`src/hw/tvpll_pkg.sv`:
```
package tvpll_pkg;
   // Telegram layout
   localparam int TEL_W    = 18;
   localparam int RATIO_W  = 14;
   localparam int PUMP_BIT = 14;
   localparam int BAND_B15 = 15;
   localparam int BAND_B16 = 16;
   localparam int BAND_B17 = 17;
   localparam int BAND_W   = 5;
   localparam logic [4:0]        TEL_LEN   = 5'h12;
   localparam logic [4:0]        CNT_MAX   = 5'h1F;
   localparam logic [TEL_W-1:0]  LATCH_RST = 18'h00000;

   // Dual-modulus divider
   localparam int SWAL_W  = 5;
   localparam int MAIN_W  = 9;
   localparam int PRESC_W = 6;
   localparam logic [PRESC_W-1:0] PRESC_LAST_32 = 6'h1F;
   localparam logic [PRESC_W-1:0] PRESC_LAST_33 = 6'h20;
   localparam logic [RATIO_W-1:0] RATIO_MIN     = 14'h0400;
   localparam logic [RATIO_W-1:0] RATIO_MAX     = 14'h3FFF;
   localparam logic [RATIO_W-1:0] RATIO_RST     = ~LATCH_RST[RATIO_W-1:0];

   // Reference divider
   localparam int REF_DIV = 2048;
   localparam int REF_W   = 11;
   localparam logic [REF_W-1:0] REF_LAST = 11'(REF_DIV - 1);

   // Synchroniser lanes
   localparam int SYNC_W  = 5;
   localparam int SI_VCO  = 0;
   localparam int SI_XTAL = 1;
   localparam int SI_SCLK = 2;
   localparam int SI_SDAT = 3;
   localparam int SI_LE   = 4;

   typedef enum logic [1:0] {
      RX_IDLE  = 2'h0,
      RX_SHIFT = 2'h1,
      RX_DONE  = 2'h3
   } tvpll_rx_t;
endpackage

```
`src/hw/tvpll_div_if.sv`:
```
`timescale 1ns/100ps
interface tvpll_div_if;
   import tvpll_pkg::*;
   logic [RATIO_W-1:0] ratio;
   logic               vco_tick;
   logic               div_fall;

   modport ctl (output ratio, output vco_tick, input div_fall);
   modport div (input ratio, input vco_tick, output div_fall);
endinterface

```
`src/hw/tvpll_core.sv`:
```
// Function
// - 14-bit dual-modulus divider, 32/33 plus 5/9-bit counters
// - 5-bit counter selects divide by 33
// - Ratios 1024 to 16383 supported and programmed
// - 18-bit shift register and 18-bit latch
// - Shift data on clock fall while enable high
// - Count telegram bits, check exactly eighteen
// - Latch loads on enable fall after eighteen bits; outputs use latch
// - Crystal divided by 2048 for reference
// - VCO fall first gives DOWN for phase gap
// - Reference fall first gives UP for gap
// - UP sources, DOWN sinks, both low is high-Z
// - Lock output is NOR of UP and DOWN
// - Pump bit selects base or tenfold current
// - Band outputs decoded from latched bits 15-17
`timescale 1ns/100ps
module tvpll_core (
   input  wire logic sys_clk,
   input  wire logic reset,
   input  wire logic vco_in,
   input  wire logic xtal_in,
   input  wire logic shift_clock_in,
   input  wire logic serial_data_in,
   input  wire logic latch_load_enable,
   output logic      band_out_1,
   output logic      band_out_2,
   output logic      band_out_3,
   output logic      band_out_4,
   output logic      band_out_5,
   output logic      pump_up,
   output logic      pump_down,
   output logic      charge_pump_out,
   output logic      charge_pump_oe_n,
   output logic      pump_current_high,
   output logic      lock_out,
   output logic      telegram_error
);
   import tvpll_pkg::*;

   typedef struct packed {
      logic [SYNC_W-1:0] prev;
      logic [TEL_W-1:0]  shreg;
      logic [4:0]        bit_cnt;
      tvpll_rx_t         rx;
      logic [TEL_W-1:0]  latch;
      logic [REF_W-1:0]  ref_cnt;
      logic              ref_fall;
      logic              up;
      logic              down;
      logic [BAND_W-1:0] band;
      logic              pump_hi;
      logic              word_err;
   } tvpll_core_state_t;

   tvpll_core_state_t st_ff;
   tvpll_core_state_t nxt_st;
   logic [SYNC_W-1:0] pin_s;
   logic              xtal_tick;
   logic              sclk_fall;
   logic              le_rise;
   logic              le_fall;
   logic              b15;
   logic              b16;
   logic              b17;

   tvpll_div_if dif ();

   // All pins are asynchronous to sys_clk
   tvpll_sync #(
      .WIDTH (SYNC_W)
   ) u_sync (
      .sys_clk  (sys_clk),
      .reset    (reset),
      .async_in ({latch_load_enable, serial_data_in, shift_clock_in, xtal_in, vco_in}),
      .sync_out (pin_s)
   );

   tvpll_divider u_div (
      .sys_clk (sys_clk),
      .reset   (reset),
      .dif     (dif)
   );

   assign dif.vco_tick = pin_s[SI_VCO] & ~st_ff.prev[SI_VCO];
   assign dif.ratio    = ~st_ff.latch[RATIO_W-1:0];
   assign xtal_tick    = pin_s[SI_XTAL] & ~st_ff.prev[SI_XTAL];
   assign sclk_fall    = ~pin_s[SI_SCLK] & st_ff.prev[SI_SCLK];
   assign le_rise      = pin_s[SI_LE] & ~st_ff.prev[SI_LE];
   assign le_fall      = ~pin_s[SI_LE] & st_ff.prev[SI_LE];
   assign b15          = st_ff.latch[BAND_B15];
   assign b16          = st_ff.latch[BAND_B16];
   assign b17          = st_ff.latch[BAND_B17];

   always_comb begin
      nxt_st          = st_ff;
      nxt_st.prev     = pin_s;
      nxt_st.ref_fall = 1'b0;

      // Telegram receiver
      case (st_ff.rx)
         RX_IDLE, RX_DONE: begin
            nxt_st.rx = RX_IDLE;
            if (le_rise) begin
               nxt_st.rx      = RX_SHIFT;
               nxt_st.bit_cnt = '0;
            end
         end
         RX_SHIFT: begin
            if (le_fall) begin
               nxt_st.rx = RX_DONE;
               if (st_ff.bit_cnt == TEL_LEN) begin
                  nxt_st.latch    = st_ff.shreg;
                  nxt_st.word_err = 1'b0;
               end else begin
                  nxt_st.word_err = 1'b1;
               end
            end else if (sclk_fall && pin_s[SI_LE]) begin
               // First bit sent ends in bit 0 after eighteen shifts
               nxt_st.shreg = {pin_s[SI_SDAT], st_ff.shreg[TEL_W-1:1]};
               if (st_ff.bit_cnt != CNT_MAX) begin
                  nxt_st.bit_cnt = st_ff.bit_cnt + 5'h01;
               end
            end
         end
         default: begin
            nxt_st.rx = RX_IDLE;
         end
      endcase

      // Reference divider
      if (xtal_tick) begin
         nxt_st.ref_cnt  = st_ff.ref_cnt + 11'h001;
         nxt_st.ref_fall = st_ff.ref_cnt == REF_LAST;
      end

      // Phase-frequency detector on falling edges
      if (dif.div_fall && st_ff.ref_fall) begin
         nxt_st.up   = 1'b0;
         nxt_st.down = 1'b0;
      end else if (dif.div_fall) begin
         if (st_ff.up) begin
            nxt_st.up = 1'b0;
         end else begin
            nxt_st.down = 1'b1;
         end
      end else if (st_ff.ref_fall) begin
         if (st_ff.down) begin
            nxt_st.down = 1'b0;
         end else begin
            nxt_st.up = 1'b1;
         end
      end

      // Band decode, low means conducting
      nxt_st.band    = {~(b16 & ~b17), b16 | b17, b17, b16, b15};
      nxt_st.pump_hi = st_ff.latch[PUMP_BIT];
   end

   always_ff @(posedge sys_clk) begin
      if (reset) begin
         st_ff          <= '0;
         st_ff.rx       <= RX_IDLE;
         st_ff.latch    <= LATCH_RST;
         st_ff.band     <= 5'h10;
      end else begin
         st_ff <= nxt_st;
      end
   end

   assign band_out_1        = st_ff.band[0];
   assign band_out_2        = st_ff.band[1];
   assign band_out_3        = st_ff.band[2];
   assign band_out_4        = st_ff.band[3];
   assign band_out_5        = st_ff.band[4];
   assign pump_up           = st_ff.up;
   assign pump_down         = st_ff.down;
   assign charge_pump_out   = st_ff.up;
   assign charge_pump_oe_n  = ~(st_ff.up | st_ff.down);
   assign lock_out          = ~(st_ff.up | st_ff.down);
   assign pump_current_high = st_ff.pump_hi;
   assign telegram_error    = st_ff.word_err;

   // Helper: crystal ticks between reference falls
   logic [REF_W:0] hlp_xt;
   logic           hlp_xt_seen;

   always_ff @(posedge sys_clk) begin
      if (reset) begin
         hlp_xt      <= '0;
         hlp_xt_seen <= 1'b0;
      end else if (st_ff.ref_fall) begin
         hlp_xt      <= '0;
         hlp_xt_seen <= 1'b1;
      end else if (xtal_tick) begin
         hlp_xt <= hlp_xt + 12'h001;
      end
   end
endmodule

```
`src/hw/tvpll_sync.sv`:
```
`timescale 1ns/100ps
module tvpll_sync #(
   parameter int WIDTH = 1
) (
   input  wire logic             sys_clk,
   input  wire logic             reset,
   input  wire logic [WIDTH-1:0] async_in,
   output logic      [WIDTH-1:0] sync_out
);
   typedef struct packed {
      logic [WIDTH-1:0] meta;
      logic [WIDTH-1:0] sync;
   } tvpll_sync_state_t;

   tvpll_sync_state_t st_ff;
   tvpll_sync_state_t nxt_st;

   always_comb begin
      nxt_st.meta = async_in;
      nxt_st.sync = st_ff.meta;
   end

   always_ff @(posedge sys_clk) begin
      if (reset) begin
         st_ff <= '0;
      end else begin
         st_ff <= nxt_st;
      end
   end

   assign sync_out = st_ff.sync;
endmodule

```
`src/hw/tvpll_divider.sv`:
```
`timescale 1ns/100ps
module tvpll_divider (
   input  wire logic sys_clk,
   input  wire logic reset,
   tvpll_div_if.div  dif
);
   import tvpll_pkg::*;

   typedef struct packed {
      logic [PRESC_W-1:0] presc;
      logic [SWAL_W-1:0]  swal;
      logic [MAIN_W-1:0]  main;
      logic               mod33;
      logic [RATIO_W-1:0] ratio;
      logic               fall;
   } tvpll_div_state_t;

   tvpll_div_state_t st_ff;
   tvpll_div_state_t nxt_st;
   logic             presc_end;
   logic             cycle_end;

   always_comb begin
      nxt_st    = st_ff;
      nxt_st.fall = 1'b0;
      presc_end = st_ff.presc == (st_ff.mod33 ? PRESC_LAST_33 : PRESC_LAST_32);
      cycle_end = st_ff.main == st_ff.ratio[RATIO_W-1:SWAL_W] - 9'h001;
      if (dif.vco_tick) begin
         nxt_st.presc = st_ff.presc + 6'h01;
         if (presc_end) begin
            nxt_st.presc = '0;
            if (cycle_end) begin
               // New ratio only at the cycle boundary
               nxt_st.ratio = dif.ratio;
               nxt_st.swal  = dif.ratio[SWAL_W-1:0];
               nxt_st.mod33 = |dif.ratio[SWAL_W-1:0];
               nxt_st.main  = '0;
               nxt_st.fall  = 1'b1;
            end else begin
               nxt_st.main = st_ff.main + 9'h001;
               if (st_ff.swal != '0) begin
                  nxt_st.swal = st_ff.swal - 5'h01;
               end
               nxt_st.mod33 = nxt_st.swal != '0;
            end
         end
      end
   end

   always_ff @(posedge sys_clk) begin
      if (reset) begin
         st_ff.presc <= '0;
         st_ff.swal  <= RATIO_RST[SWAL_W-1:0];
         st_ff.main  <= '0;
         st_ff.mod33 <= |RATIO_RST[SWAL_W-1:0];
         st_ff.ratio <= RATIO_RST;
         st_ff.fall  <= 1'b0;
      end else begin
         st_ff <= nxt_st;
      end
   end

   assign dif.div_fall = st_ff.fall;

   // Helper: input ticks per division cycle
   logic [RATIO_W-1:0] hlp_ticks;
   logic [RATIO_W-1:0] hlp_ratio;
   logic               hlp_seen;

   always_ff @(posedge sys_clk) begin
      if (reset) begin
         hlp_ticks <= '0;
         hlp_ratio <= '0;
         hlp_seen  <= 1'b0;
      end else if (st_ff.fall) begin
         hlp_ticks <= '0;
         hlp_ratio <= st_ff.ratio;
         hlp_seen  <= 1'b1;
      end else if (dif.vco_tick) begin
         hlp_ticks <= hlp_ticks + 14'h0001;
      end
   end
endmodule

```
`config.mk`:
```
export PLATFORM = sky130hd
export DESIGN_NAME = tvpll_core
export DESIGN_NICKNAME = d
export VERILOG_FILES = /design/src/hw/tvpll_pkg.sv /design/src/hw/tvpll_div_if.sv /design/src/hw/tvpll_core.sv /design/src/hw/tvpll_sync.sv /design/src/hw/tvpll_divider.sv
export SDC_FILE = /design/constraint.sdc
export NUM_CORES = 1
export LEC_CHECK = 0
export BUFFER_PORTS_ARGS = -buffer_cell sky130_fd_sc_hd__buf_2
export CORE_MARGIN = 2
export CORE_UTILIZATION = 30
export DETAILED_ROUTE_END_ITERATION = 6
export HOLD_SLACK_MARGIN = 0.06
export PLACE_DENSITY = 0.49
export SYNTH_ARGS = -nofsm -noshare
export SYNTH_HDL_FRONTEND = slang
export SYNTH_HIERARCHICAL = 1
export SYNTH_SLANG_ARGS = --single-unit
```
`constraint.sdc`:
```
create_clock -name sys_clk -period 3.3 [get_ports sys_clk]
set_input_delay 0.33 -clock sys_clk [delete_from_list [all_inputs] [get_ports sys_clk]]
set_output_delay 0.33 -clock sys_clk [all_outputs]
set_load 0.01 [all_outputs]
```
### After elaboration in Yosys (flattened, before gate mapping)

Index checks and enable logic that the tools add are counted.

* flip-flop bits (word level): 115
* input bits: 7
* output and inout port bits: 12
* word-level logic and storage cells: 102

* add/subtract/negate cells: 6
* equality and inequality tests: 13
* mux-type cells: 20
* bitwise logic cells: 22
* reductions and logical operators: 21

Operator list (count)
* $mux W36: 1
* $mux W5: 7
* $mux W15: 2
* $mux W20: 1
* $mux W18: 1
* $not A14 Y14: 1
* $not A1 Y1: 13
* $ne A2 B2 Y1 const B: 6
* $add A11 B1 Y11 const B: 1
* $eq A11 B11 Y1 const B: 1
* $pmux W5 S2: 1
* $reduce_bool A5 Y1: 2
* $add A9 B1 Y9 const B: 1
* $eq A9 B9 Y1: 1
* $reduce_and A3 Y1: 3
* $sub A9 B1 Y9 const B: 1
* $reduce_and A2 Y1: 4
* $mux W7: 1
* $add A6 B1 Y6 const B: 1
* $and A1 B1 Y1: 6
* $eq A6 B6 Y1: 1
* $mux W6: 1
* $reduce_or A2 Y1: 3
* $reduce_or A3 Y1: 2
* other kinds (14): 20

### Depth between registers and ports, before layout

* depth after elaboration: 8
* mapped depth: 11
* gate-level depth less buffers: 8

### By module

The synthesis kept the hierarchy.

Modules (own cells, without submodules)
* tvpll_core: times used 1, cells each 319, area each 2657.5 um^2, seq. area each 1361.3 um^2
* tvpll_divider: times used 1, cells each 237, area each 1888.1 um^2, seq. area each 620.6 um^2
* tvpll_sync: times used 1, cells each 20, area each 262.8 um^2, seq. area each 200.2 um^2

### Worst setup path after synthesis

Ideal clock, no wire load.

* path type: reg-to-reg
* from: register u_div/st_ff[6] in the netlist's numbering
* to: register u_div/st_ff[14] in the netlist's numbering
* setup time: 0.072 ns
* data arrival time: 2.526 ns
* data required time: 3.228 ns
* slack: 0.703 ns
* cell stages (with the launch flop): 12
* path buffers: 3
* period minus slack after synthesis: 2.597 ns
* path through: dfxtp_1 -> inv_1 -> ha_1 -> clkbuf_1 -> xor2_1 -> nor4_1 -> o21ai_1 -> or4_1 -> buf_2 -> nor3_4 -> buf_4 -> mux2i_1

* longest elaborated chain between the ends: 3

RTL lines
* start, declared: line tvpll_divider.sv:18 `tvpll_div_state_t st_ff;`
* start signal, assigned: line tvpll_divider.sv:59 `st_ff <= nxt_st;`
* $sub A9 B1 Y9: line tvpll_divider.sv:27 `cycle_end = st_ff.main == st_ff.ratio[RATIO_W-1:SWAL_W] - 9'h001;`
* $eq A9 B9 Y1: line tvpll_divider.sv:27
* $reduce_and A3 Y1 (no source line)

No other way between the ends.
A chain may end at the register's enable or synchronous reset.

### Worst setup path after layout

* from: register u_div/st_ff[6] in the netlist's numbering
* to: register u_div/st_ff[11] in the netlist's numbering

The elaborated chain is that of the path after synthesis.

==> flow_summary_export.csv <==
group,metric,value,unit
synthesis,synth.distinct_cells,57,
worst_setup_path,crit_chain,"inv_1 -> ha_1 -> xor2_1 -> nor4_1 -> o21ai_1 -> or4_1 -> nor3_4 -> buf_4 -> mux2i_1",
floorplan,core_area,0.0158,mm²
worst_setup_path,start_kind,"register",
cells_and_area,drive_gt1_share,8.43,%
synthesis,synth_top_flop_cell,"dfxtp_1",
synthesis,synth_area,0.00481,mm²
worst_setup_path,critPathArrivalTime,3100,ps
detailed_routing,drt-wirelength-per-cell,11.9,µm
cells_and_area,final_core_util,33.9,%
clock_tree,numCtsBuffers,9,
place,hpwl,6.38,mm
global_route,first_global_vias,3806,
clock_tree,clock_latency,360,ps
synthesis,yosysTopAreaCellShare,45.4,%
sta,fin_crit,2810,ps
sta,slew_viol_final,0,
sta,max_slew_margin,47.2,%
synthesis,yosys.area.top_type,"dfxtp_1",
worst_setup_path,crit_path_end_kind,"register",
synthesis,synth_area_per_cell,8.35,µm²
global_route,grt_max_degree,57,
clock_tree,cts_setup_buffers,0,
sta,tightest_slew,780,ps
floorplan,fp-row-count,46,
sta,setup_violations,0,
floorplan,io_pins,19,
global_route,globalRouteMet1Util,15.3,%
sta,clock_skew,12.5,ps
synthesis,synth-edff-count,0,
global_route,antenna_found_initial,0,
clock_tree,cts_tree,"built",
worst_setup_path,crit_family,"simple AND/OR/NAND/NOR gates",
synthesis,synthArstFlopShare,0,%
worst_setup_path,crit_buf_inv,2,
power,p_leak,1.87,nW
power,p_per_area,458,mW/mm²
synthesis,netlist_instances,576,
synthesis,synth_nets,595,
place,globalplace.congestion,0.825,
detailed_routing,vias,3766,
clock_tree,cts_num_sinks,109,
cells_and_area,area_growth,11.1,%
detailed_routing,drt_iter0_markers,243,
floorplan,die_h,131,µm
cells_and_area,fin_nets,595,
run,cap_violations,0,
sta,hold_viol,0,
clock_tree,clk_pin_slew_worst_paths,70,ps
sta,rsz0062_at_grt,"false",
synthesis,ys_warn_count,6,
clock_tree,hold_buffers,0,
global_route,use_met3,3.83,%
sta,timing.fmax,356,MHz
floorplan,start_util,30.5,%
clock_tree,htree_levels,3,
floorplan,dieArea,0.0171,mm²
synthesis,synth_seq_cells,109,
worst_setup_path,critPathKind,"register to register",
clock_tree,clockRootBuffer,"clkbuf_16",
sta,post-route-period-util,85.2,%
global_route,grtUsageMet2,20.8,%
global_route,grt.total_usage,12.4,%
worst_setup_path,cp_slowest_stage_delay,740,ps
detailed_routing,firstDrtPassIters,5,
global_route,grt_pass1_wl,17.2,mm
detailed_routing,postRouteAntennaNets,0,
global_route,grt.overflow.total,0,
worst_setup_path,required,3580,ps
synthesis,synth_top_cells_by_area,"dfxtp_1 45%, nand2_1 7.8%, a21oi_1 6.0%",
detailed_routing,via_per_inst,4.73,
run_status,status,"finished, final reports clean",
synthesis,seq_area_frac_synth,45.4,%
detailed_routing,route.detailed.drc,0,
global_route,grt.busiest_layer,"met2",
place,port_buffers,18,
power,ir_drop,315,µV
cells_and_area,antennaDiodeCount,0,
floorplan,die_w,131,µm
detailed_routing,finalWirelength,9.52,mm
worst_setup_path,critical_path_peak_fanout,13,
clock_tree,ctsLongestPathBuffers,2,
worst_setup_path,critPathSlowestCell,"or4_1",
worst_hold_path,worstHoldPathType,"primary input to register",
clock_tree,cts_resized,0,
sta,final.setup.tns,0,ps
state kept, by name (all words and copies together), names as in the netlist:
signal and flops:
band_out_3 1, b17 1, telegram_error 1, u_sync/sync_out 5, band_out_5 1, u_div/dif.div_fall 1
pump_current_high 1, pump_down 1, b16 1, b15 1, charge_pump_out 1, band_out_1 1
band_out_2 1, nxt_st 1, u_sync/nxt_st 5, band_out_4 1, st_ff 55, u_div/st_ff 30
cells by family after synthesis:
group	count (synthesis)	share of synthesized area [%]
fa+ha+maj	12	3.12
buf+inv	63	5.33
xor+xnor	26	4.74
simple gates	249	25.9
compound gates	108	13.7
mux	9	1.87
flops	109	45.4
Yosys cell counts (all sizes together) (2+ instances only):
| library cell | count |
|---|---|
| dfxtp | 109 |
| nand2 | 100 |
| a21oi | 58 |
| nor2 | 42 |
| inv | 30 |
| nor2b | 25 |
| clkbuf | 21 |
| xor2 | 16 |
| o21ai | 15 |
| nor3 | 13 |
| buf | 12 |
| ha | 12 |
| nand3 | 12 |
| nand4 | 12 |
| xnor2 | 10 |
| mux2i | 9 |
| or3 | 9 |
| nand2b | 7 |
| nor4 | 6 |
| o211ai | 6 |
| o31ai | 6 |
| and3 | 5 |
| or4 | 5 |
| a211oi | 4 |
| and2 | 3 |
| a21boi | 2 |
| a22o | 2 |
| a311oi | 2 |
| and4b | 2 |
| nor3b | 2 |
| o22ai | 2 |
worst register-to-register path, delay by kind of cell (launching register included):
| family | cells | cell delay, ps |
|---|---|---|
| buf+inv | 2 | 340 |
| fa+ha+maj | 1 | 300 |
| compound gates | 1 | 130 |
| xor+xnor | 1 | 200 |
| simple gates | 3 | 1140 |
| flops | 1 | 430 |
| mux | 1 | 200 |
power by group:
group,internal [W],switching [W]
combinational,0.0000234,0.0000440
clock,0.000526,0.000515
sequential,0.00133,0.0000114
total,0.00188,0.000571
metrics by stage:
step                hold slack (ps)  cells  area [µm²]  worst slack [ps]  power (W)
floorplan                       401    576        4810               703    0.00142
CTS                             165    797        5340               502    0.00249
finish                          184    797        5340               487    0.00245
global route                    167    797        5340               214    0.00256
detailed placement              411    781        5060               520    0.00144
global placement                411    781        5060               593    0.00143
per-layer routing:
metal  part of all wire, %  vias up  wire, µm
met5                     0        -         0
met4                   1.4        0       129
met3                   3.4        8       325
met2                    46       46      4390
met1                    49     1767      4670
li1                      -     1945         -
path summary, 6_finish.rpt:
check	from	to	slack (ps)	cells past startpoint
setup / recovery	u_div/st_ff[6]$_SDFFE_PP1P_	u_div/st_ff[11]$_SDFFE_PP1P_	490	9
hold / removal	latch_load_enable	u_sync/nxt_st[4]$_SDFF_PP0_	180	2
setup reg to reg	u_div/st_ff[6]$_SDFFE_PP1P_	u_div/st_ff[11]$_SDFFE_PP1P_	490	9
hold reg to reg	st_ff[9]$_SDFF_PP0_	pump_down$_SDFFE_PP0P_	420	1
layout by cell type (no fill, tap or decap), drive strengths merged, types with 3 or more instances in the layout:
master  Yosys  routed
inv        30      32
clkbuf     21      10
or4         5       5
xor2       16      16
dfxtp     109     109
and2        3       3
nand3      12      12
ha         12      12
nor3       13      13
o21ai      15      15
nand2b      7       7
mux2i       9       9
nand2     100     100
a21oi      58      58
buf        12      22
o211ai      6       6
clkinv      0       4
o31ai       6       6
nor2       42      42
a211oi      4       4
xnor2      10      10
nor2b      25      25
and3        5       5
nor4        6       6
nand4      12      12
or3         9       9
cell type report:
type	instances	area (µm²)
fillers	1680	10400
clock inverters	6	56.3
inverters	30	113
multi-input cells	404	2370
well taps	216	270
flip-flops and latches	109	2180
clock buffers	10	229
repair buffers	22	123
(Power assumes the default switching activity.)
